===== config.mk =====
export PLATFORM = sky130hd
export DESIGN_NAME = atc_comparator_unit
export DESIGN_NICKNAME = d
export VERILOG_FILES = /design/src/design/atc_comparator_unit.v
export VERILOG_INCLUDE_DIRS = /design/src /design/src/design
export SDC_FILE = /design/constraint.sdc
export NUM_CORES = 2
export LEC_CHECK = 0
export ABC_CLOCK_PERIOD_IN_PS = 18000
export BUFFER_PORTS_ARGS = -buffer_cell sky130_fd_sc_hd__buf_2
export CAP_MARGIN = 20
export CORE_UTILIZATION = 50
export DETAILED_ROUTE_END_ITERATION = 16
export GPL_TIMING_DRIVEN = 0
export PLACE_DENSITY = 0.71
export SYNTH_ARGS = -nofsm -noshare
export SYNTH_HDL_FRONTEND = slang
export SYNTH_SLANG_ARGS = --single-unit

===== constraint.sdc =====
create_clock -name ref_clk_in -period 18 [get_ports ref_clk_in]
set_input_delay 1.8 -clock ref_clk_in [delete_from_list [all_inputs] [get_ports ref_clk_in]]
set_output_delay 1.8 -clock ref_clk_in [all_outputs]
set_load 0.1 [all_outputs]

===== src/design/atc_regs.vh =====
`ifndef ATC_REGS_VH
`define ATC_REGS_VH
// Register offsets (byte addresses)
`define ATC_REG_CTRL      6'h00
`define ATC_REG_GAIN1     6'h04
`define ATC_REG_GAIN2     6'h08
`define ATC_REG_OFFSET1   6'h0C
`define ATC_REG_HYST      6'h10
`define ATC_REG_SETPOINT1 6'h14
`define ATC_REG_SETPOINT2 6'h18
`define ATC_REG_STATUS    6'h1C
`define ATC_REG_VALUE1    6'h20
`define ATC_REG_VALUE2    6'h24
`define ATC_REG_DISPLAY   6'h28
// Control fields
`define ATC_CTRL_MODE_LSB 0
`define ATC_CTRL_MODE_MSB 2
`define ATC_CTRL_SRC1_LSB 4
`define ATC_CTRL_SRC1_MSB 6
`define ATC_CTRL_SRC2_LSB 8
`define ATC_CTRL_SRC2_MSB 10
`define ATC_CTRL_GAIN1_EN 12
`define ATC_CTRL_GAIN2_EN 13
`define ATC_CTRL_RESET    32'h0000_0000
// Modes
`define ATC_MODE_LESS          3'h0
`define ATC_MODE_LESS_EQUAL    3'h1
`define ATC_MODE_EQUAL         3'h2
`define ATC_MODE_GREATER_EQUAL 3'h3
`define ATC_MODE_GREATER       3'h4
// Operand sources
`define ATC_SRC_ANALOG_A 3'h0
`define ATC_SRC_ANALOG_B 3'h1
`define ATC_SRC_SETPOINT 3'h2
`define ATC_SRC_COUNTER  3'h3
`define ATC_SRC_TIMER    3'h4
// Value limits
`define ATC_PARAM_MAX    14'h270F
`define ATC_DISP_LIMIT   32'h0000_270F
`define ATC_DISP_WRAP    32'h0000_2710
`define ATC_ANALOG_BITS  10
`endif


===== src/design/atc_comparator_unit.v =====
`timescale 1ns/1ps
`default_nettype none
`include "atc_regs.vh"
////////////////////////////////////////////////////////////////////////////////
module atc_comparator_unit
(
  // Clock and reset
  input  wire        ref_clk_in,
  input  wire        reset_n_in,
  // Wishbone slave
  input  wire        wb_cyc_in,
  input  wire        wb_stb_in,
  input  wire        wb_we_in,
  input  wire [5:0]  wb_adr_in,
  input  wire [3:0]  wb_sel_in,
  input  wire [31:0] wb_dat_in,
  output reg  [31:0] wb_dat_out,
  output reg         wb_ack_out,
  // Operand sources
  input  wire [9:0]  analog_in_a_in,
  input  wire [9:0]  analog_in_b_in,
  input  wire [15:0] counter_value_in,
  input  wire [15:0] timer_value_in,
  // Scan control
  input  wire        scan_start_in,
  input  wire        enable_in,
  // Contact
  output reg         contact_out,
  output reg         eval_done_out
);

  reg  [31:0] ctrl;
  reg  [13:0] gain_first;
  reg  [13:0] gain_second;
  reg  [13:0] offset_first;
  reg  [13:0] switch_hysteresis;
  reg  [13:0] setpoint_first;
  reg  [13:0] setpoint_second;
  reg  signed [31:0] operand_first;
  reg  signed [31:0] operand_second;
  reg  [31:0] display_value;
  reg         eval_pending;
  reg  [31:0] next_rd;
  reg  signed [31:0] raw1;
  reg  signed [31:0] raw2;
  reg  signed [31:0] eff1;
  reg  signed [31:0] eff2;
  reg  signed [31:0] band_hi;
  reg  signed [31:0] band_lo;
  reg         next_contact;
  wire [2:0]  mode;
  wire        wb_req;
  wire        wb_write;
  wire        src1_counter;
  wire        cmp_below;
  wire        cmp_equal;
  wire        cmp_above;
  wire        cmp_not_above;
  wire        cmp_not_below;
  wire        over_band;
  wire        under_band;

  ////////////////////////////////////////////////////////////////////////////////
  // Control decode
  assign mode         = ctrl[`ATC_CTRL_MODE_MSB:`ATC_CTRL_MODE_LSB];
  assign wb_req       = wb_cyc_in & wb_stb_in & ~wb_ack_out;
  assign wb_write     = wb_req & wb_we_in & (wb_sel_in == 4'hF);
  assign src1_counter = (ctrl[`ATC_CTRL_SRC1_MSB:`ATC_CTRL_SRC1_LSB] == `ATC_SRC_COUNTER);

  ////////////////////////////////////////////////////////////////////////////////
  // Operand selection
  function [31:0] atc_pick;
    input [2:0]  src;
    input [9:0]  an_a;
    input [9:0]  an_b;
    input [13:0] setp;
    input [15:0] cnt;
    input [15:0] tmr;
    begin
      case (src)
        `ATC_SRC_ANALOG_A: atc_pick = {22'h000000, an_a};
        `ATC_SRC_ANALOG_B: atc_pick = {22'h000000, an_b};
        `ATC_SRC_SETPOINT: atc_pick = {18'h00000, setp};
        `ATC_SRC_COUNTER:  atc_pick = {16'h0000, cnt};
        `ATC_SRC_TIMER:    atc_pick = {16'h0000, tmr};
        default:           atc_pick = 32'h0000_0000;
      endcase
    end
  endfunction

  always @*
  begin
    raw1 = atc_pick(ctrl[`ATC_CTRL_SRC1_MSB:`ATC_CTRL_SRC1_LSB], analog_in_a_in,
                    analog_in_b_in, setpoint_first, counter_value_in, timer_value_in);
  end

  always @*
  begin
    raw2 = atc_pick(ctrl[`ATC_CTRL_SRC2_MSB:`ATC_CTRL_SRC2_LSB], analog_in_a_in,
                    analog_in_b_in, setpoint_second, counter_value_in, timer_value_in);
  end

  ////////////////////////////////////////////////////////////////////////////////
  // Scaling of operand one
  always @*
  begin
    if (ctrl[`ATC_CTRL_GAIN1_EN])
      eff1 = operand_first * $signed({18'h00000, gain_first});
    else
      eff1 = operand_first;
    eff1 = eff1 + $signed({18'h00000, offset_first});
  end

  ////////////////////////////////////////////////////////////////////////////////
  // Scaling of operand two and hysteresis band
  always @*
  begin
    if (ctrl[`ATC_CTRL_GAIN2_EN])
      eff2 = operand_second * $signed({18'h00000, gain_second});
    else
      eff2 = operand_second;
    band_hi = eff2 + $signed({18'h00000, switch_hysteresis});
    band_lo = eff2 - $signed({18'h00000, switch_hysteresis});
  end

  ////////////////////////////////////////////////////////////////////////////////
  // Signed compare flags
  assign cmp_below     = (eff1 < eff2);
  assign cmp_equal     = (eff1 == eff2);
  assign cmp_above     = (eff1 > eff2);
  assign cmp_not_above = (eff1 <= eff2);
  assign cmp_not_below = (eff1 >= eff2);
  assign over_band     = (eff1 > band_hi);
  assign under_band    = (eff1 < band_lo);

  ////////////////////////////////////////////////////////////////////////////////
  // Contact decision per mode
  always @*
  begin
    next_contact = contact_out;
    case (mode)
      `ATC_MODE_LESS:
      begin
        if (cmp_below)
          next_contact = 1'b1;
        else if (over_band)
          next_contact = 1'b0;
      end
      `ATC_MODE_LESS_EQUAL:
      begin
        if (cmp_not_above)
          next_contact = 1'b1;
        else if (over_band)
          next_contact = 1'b0;
      end
      `ATC_MODE_EQUAL:
      begin
        if (cmp_equal)
          next_contact = 1'b1;
        else if (over_band || under_band)
          next_contact = 1'b0;
      end
      `ATC_MODE_GREATER_EQUAL:
      begin
        if (cmp_not_below)
          next_contact = 1'b1;
        else if (under_band)
          next_contact = 1'b0;
      end
      `ATC_MODE_GREATER:
      begin
        if (cmp_above)
          next_contact = 1'b1;
        else if (under_band)
          next_contact = 1'b0;
      end
      default: next_contact = contact_out;
    endcase
  end

  ////////////////////////////////////////////////////////////////////////////////
  // Scan sequencing: sample, then evaluate next cycle
  always @(posedge ref_clk_in or negedge reset_n_in)
  begin
    if (!reset_n_in)
    begin
      operand_first  <= 32'h0000_0000;
      operand_second <= 32'h0000_0000;
      display_value  <= 32'h0000_0000;
      eval_pending   <= 1'b0;
      contact_out    <= 1'b0;
      eval_done_out  <= 1'b0;
    end
    else
    begin
      eval_done_out <= 1'b0;
      if (scan_start_in && enable_in)
      begin
        operand_first  <= raw1;
        operand_second <= raw2;
        if (src1_counter && raw1 > `ATC_DISP_LIMIT)
          display_value <= raw1 - `ATC_DISP_WRAP;
        else
          display_value <= raw1;
        eval_pending   <= 1'b1;
      end
      else
        eval_pending <= 1'b0;
      if (eval_pending)
      begin
        contact_out   <= next_contact;
        eval_done_out <= 1'b1;
      end
    end
  end

  ////////////////////////////////////////////////////////////////////////////////
  // Wishbone register file
  always @*
  begin
    case (wb_adr_in)
      `ATC_REG_CTRL:      next_rd = ctrl;
      `ATC_REG_GAIN1:     next_rd = {18'h00000, gain_first};
      `ATC_REG_GAIN2:     next_rd = {18'h00000, gain_second};
      `ATC_REG_OFFSET1:   next_rd = {18'h00000, offset_first};
      `ATC_REG_HYST:      next_rd = {18'h00000, switch_hysteresis};
      `ATC_REG_SETPOINT1: next_rd = {18'h00000, setpoint_first};
      `ATC_REG_SETPOINT2: next_rd = {18'h00000, setpoint_second};
      `ATC_REG_STATUS:    next_rd = {31'h00000000, contact_out};
      `ATC_REG_VALUE1:    next_rd = eff1;
      `ATC_REG_VALUE2:    next_rd = eff2;
      `ATC_REG_DISPLAY:   next_rd = display_value;
      default:            next_rd = 32'h0000_0000;
    endcase
  end

  ////////////////////////////////////////////////////////////////////////////////
  // Parameter clipping
  function [13:0] atc_clip;
    input [31:0] v;
    begin
      if (v[31:14] != 18'h00000 || v[13:0] > `ATC_PARAM_MAX)
        atc_clip = `ATC_PARAM_MAX;
      else
        atc_clip = v[13:0];
    end
  endfunction

  ////////////////////////////////////////////////////////////////////////////////
  // Register writes and bus answer
  always @(posedge ref_clk_in or negedge reset_n_in)
  begin
    if (!reset_n_in)
    begin
      ctrl              <= `ATC_CTRL_RESET;
      gain_first        <= 14'h0000;
      gain_second       <= 14'h0000;
      offset_first      <= 14'h0000;
      switch_hysteresis <= 14'h0000;
      setpoint_first    <= 14'h0000;
      setpoint_second   <= 14'h0000;
      wb_ack_out        <= 1'b0;
      wb_dat_out        <= 32'h0000_0000;
    end
    else
    begin
      wb_ack_out <= wb_req;
      if (wb_req)
        wb_dat_out <= next_rd;
      if (wb_write)
      begin
        case (wb_adr_in)
          `ATC_REG_CTRL:      ctrl <= wb_dat_in & 32'h0000_3777;
          `ATC_REG_GAIN1:     gain_first <= atc_clip(wb_dat_in);
          `ATC_REG_GAIN2:     gain_second <= atc_clip(wb_dat_in);
          `ATC_REG_OFFSET1:   offset_first <= atc_clip(wb_dat_in);
          `ATC_REG_HYST:      switch_hysteresis <= atc_clip(wb_dat_in);
          `ATC_REG_SETPOINT1: setpoint_first <= atc_clip(wb_dat_in);
          `ATC_REG_SETPOINT2: setpoint_second <= atc_clip(wb_dat_in);
          default:            ctrl <= ctrl;
        endcase
      end
    end
  end

endmodule
`default_nettype wire


==> out/metrics.yaml <==
status: "complete, no violations"
grt_pass1_vias: 27922
cp_common_cell: "fa_1"
cp-start-kind: "flop"
antenna_left: 0
drv_cap: 0
grt_use_total: 0.369
ys_seq_area_frac: 0.150
yosys.area_share.simple: 0.187
h-tree-depth: 4
hold_path_depth: 2
cts_hold_buffers: 0
netlist_instances: 3648
power_frac_clock: 0.395
synth_seq_cells: 186
drt-vias-per-instance: 6.14
p_switching_mw: 0.345
clock_path_buffers: 2
p_leak_nw: 17.1
cts_buffers: 17
insertion_delay_ns: 0.47
synth_top_family_by_area: "adder cells"
synth.most_common_cell: "inv_1"
post-route-period-util: 0.643
hold_viol_final: 0
fp.dieH_um: 251
synthMuxAreaShare: 0.0328
setup.worst_path.class: "reg2reg"
postCtsSetupBuffers: 0
routed_wl_um: 114000
synth_compound_area_frac: 0.147
path_delay_family: "adder cells"
rrSetupSlack_ns: 6.42
min_period_ns: 11.58
ys_warn_count: 0
port-buffer-count: 133
rsz0062_at_grt: "no"
power_frac_comb: 0.182
rr_worst_depth: 38
critPathRequiredTime_ns: 18.37
yosys.area.top_type: "fa_1"
synth_cell_types: 87
antenna_found_initial: 4
vdd_drop_max_mv: 0.0519
crit_fanout: 10
hpwlAfterDp_um: 93500
hold_start: "wb_dat_out[29]$_DFFE_PN0P_"
relSlewSlack: 0.174
grt_remaining_overflow: 0
fmax_ghz: 0.0863
dieArea_um2: 62900
synth-edff-count: 0
critPathSlowestCell: "xnor2_1"
worst_pin_slew_ns: 1.23
cpPeakStageDelay_ns: 0.68
nets: 4597
worstSetupEndpointType: "flop"
syn2layout_area_growth_pct: 7.73
row_count: 90
numClockSinks: 186
p_int_mw: 0.699
routed-via-count: 28284
power_per_cell_area_nw_per_um2: 31.4
synth_nets: 4437
r2r-start: "gain_first[7]$_DFFE_PN0P_"
synthAdderAreaFrac: 0.360
worst-path-buf-inv: 5
grt_max_degree: 117
firstDrtPassIters: 9
async_flop_share: 1.00
cts_tree: "yes"
clkTransAtPathRegs_ns: 0.08
worstPathArrival_ns: 11.95
synth_top_area_share: 0.218
yosys-top-cells-area: "fa_1, dfrtp_1, ha_1, and2_1, inv_1"
setup_viol: 0
root_buffer: "clkbuf_16"
skew_ns: 0.0148
die_w_um: 251
avgSynthCellArea_um2: 8.48
min_path_type: "reg2reg"
cp.depth: 38
drc: 0
ys_top_cells_by_count: "inv_1, nand2_1, ha_1"
gp_congestion: 1.03
p_seq_frac: 0.423
cts_resized: 0
maxSlewViolCount: 0
syn_area_um2: 30900
grt_first_pass_wirelength_um: 172000
power.total_mw: 1.04
drive_above_1_share: 0.0618
drtIter0Drc: 2759
holdPathEnd: "wb_dat_out[29]$_DFFE_PN0P_"
io_pins: 136
avgRoutedWirePerCell_um: 24.8
swShare: 0.331
start_util: 0.510
fin_tns_setup_ns: 0
core-area_um2: 60700
synth-xor-area-share: 0.0398
synth_ff_type: "dfrtp_1"
timing.rr.end: "contact_out$_DFFE_PN0P_"
## stage by stage
stage	cells	utilization	hold WS (ns)	worst slack, ns	cell area, um^2
6_report	4606	0.549	0.474	6.42	33300
5_1_grt	4603	0.549	0.500	5.94	33300
4_1_cts	4603	0.549	0.483	6.64	33300
3_5_place_dp	4571	0.539	0.466	6.70	32700
3_3_place_gp	4563	0.537	0.459	6.72	32600
2_1_floorplan	3648	-	0.394	8.62	30900
## power by group through the flow
stage / combinational, mW / clock, mW / sequential (mW)
6_report: 0.190 / 0.413 / 0.443
5_1_grt: 0.203 / 0.426 / 0.442
3_3_place_gp: 0.181 / 0 / 0.449
4_1_cts: 0.185 / 0.410 / 0.441
2_1_floorplan: 0.0958 / 0 / 0.455
3_5_place_dp: 0.184 / 0 / 0.449
## final cells by class
type / instances / area [um^2]
clock buffer: 18 / 439
buffer: 174 / 653
multi-input combinational: 2781 / 23700
fill: 5757 / 27400
tap: 782 / 978
timing repair buffer: 141 / 763
inverter: 507 / 1900
clock inverter: 14 / 180
sequential: 186 / 4650
antenna: 3 / 7.51
## state kept, by name, summed over array words and instances (netlist names), 12 cells and up
register,cells
setpoint_second,14
offset_first,14
operand_second,16
setpoint_first,14
display_value,27
gain_second,14
switch_hysteresis,14
operand_first,12
gain_first,14
wb_dat_out,32
## tightest hold or removal path, delay by kind of cell (launching register included)
kind | cells | cell delay [ns]
flops | 1 | 0.34
compound gates | 1 | 0.06
simple gates | 1 | 0.04
## metal layers
layer  share of wire  track usage
met4           0.060        0.195
met2            0.43        0.561
met3            0.10       0.0676
met5         0.00015            0
met1            0.41        0.500
## worst max path at each step
stage	startpoint	to
after floorplan	gain_first[0]$_DFFE_PN0P_	contact_out$_DFFE_PN0P_
after global placement	operand_first[10]$_DFFE_PN0P_	contact_out$_DFFE_PN0P_
after detailed placement	operand_first[10]$_DFFE_PN0P_	contact_out$_DFFE_PN0P_
after CTS	operand_first[10]$_DFFE_PN0P_	contact_out$_DFFE_PN0P_
after global routing	gain_second[3]$_DFFE_PN0P_	contact_out$_DFFE_PN0P_
final	gain_first[7]$_DFFE_PN0P_	contact_out$_DFFE_PN0P_
## kinds of logic after synthesis
logic type               after synthesis
AND/OR/NAND/NOR                     1155
multiplexers                          92
adder cells (fa/ha/maj)              689
XOR/XNOR                             139
buffers and inverters                681
flip-flops                           186
AO/OA/AOI/OAI                        706
## cells in the final DEF, fill, tap and decap left out, types with 9 or more instances in the layout
cell type and n:
o211ai_1 16, clkbuf_1 165, nand4_1 33, a22o_1 22, o2111ai_1 9, nor2b_1 21
a21oi_1 150, clkbuf_16 17, o22ai_1 18, buf_1 9, o21ai_0 233, nand3_1 45
o21bai_1 16, buf_2 132, nor4_1 11, a21o_1 52, ha_1 351, mux2i_1 61
a211oi_1 16, and2_1 315, a222oi_1 15, or3_1 14, a22oi_1 27, inv_1 504
nand2_1 437, xor2_1 38, and3_1 18, o21a_1 23, dfrtp_1 186, nor3_1 30
a221oi_1 22, mux2_2 26, a31oi_1 15, nor2_1 153, fa_1 337, nand2b_1 30
xnor2_1 100
Note: power is estimated with default switching activity, not from simulation.
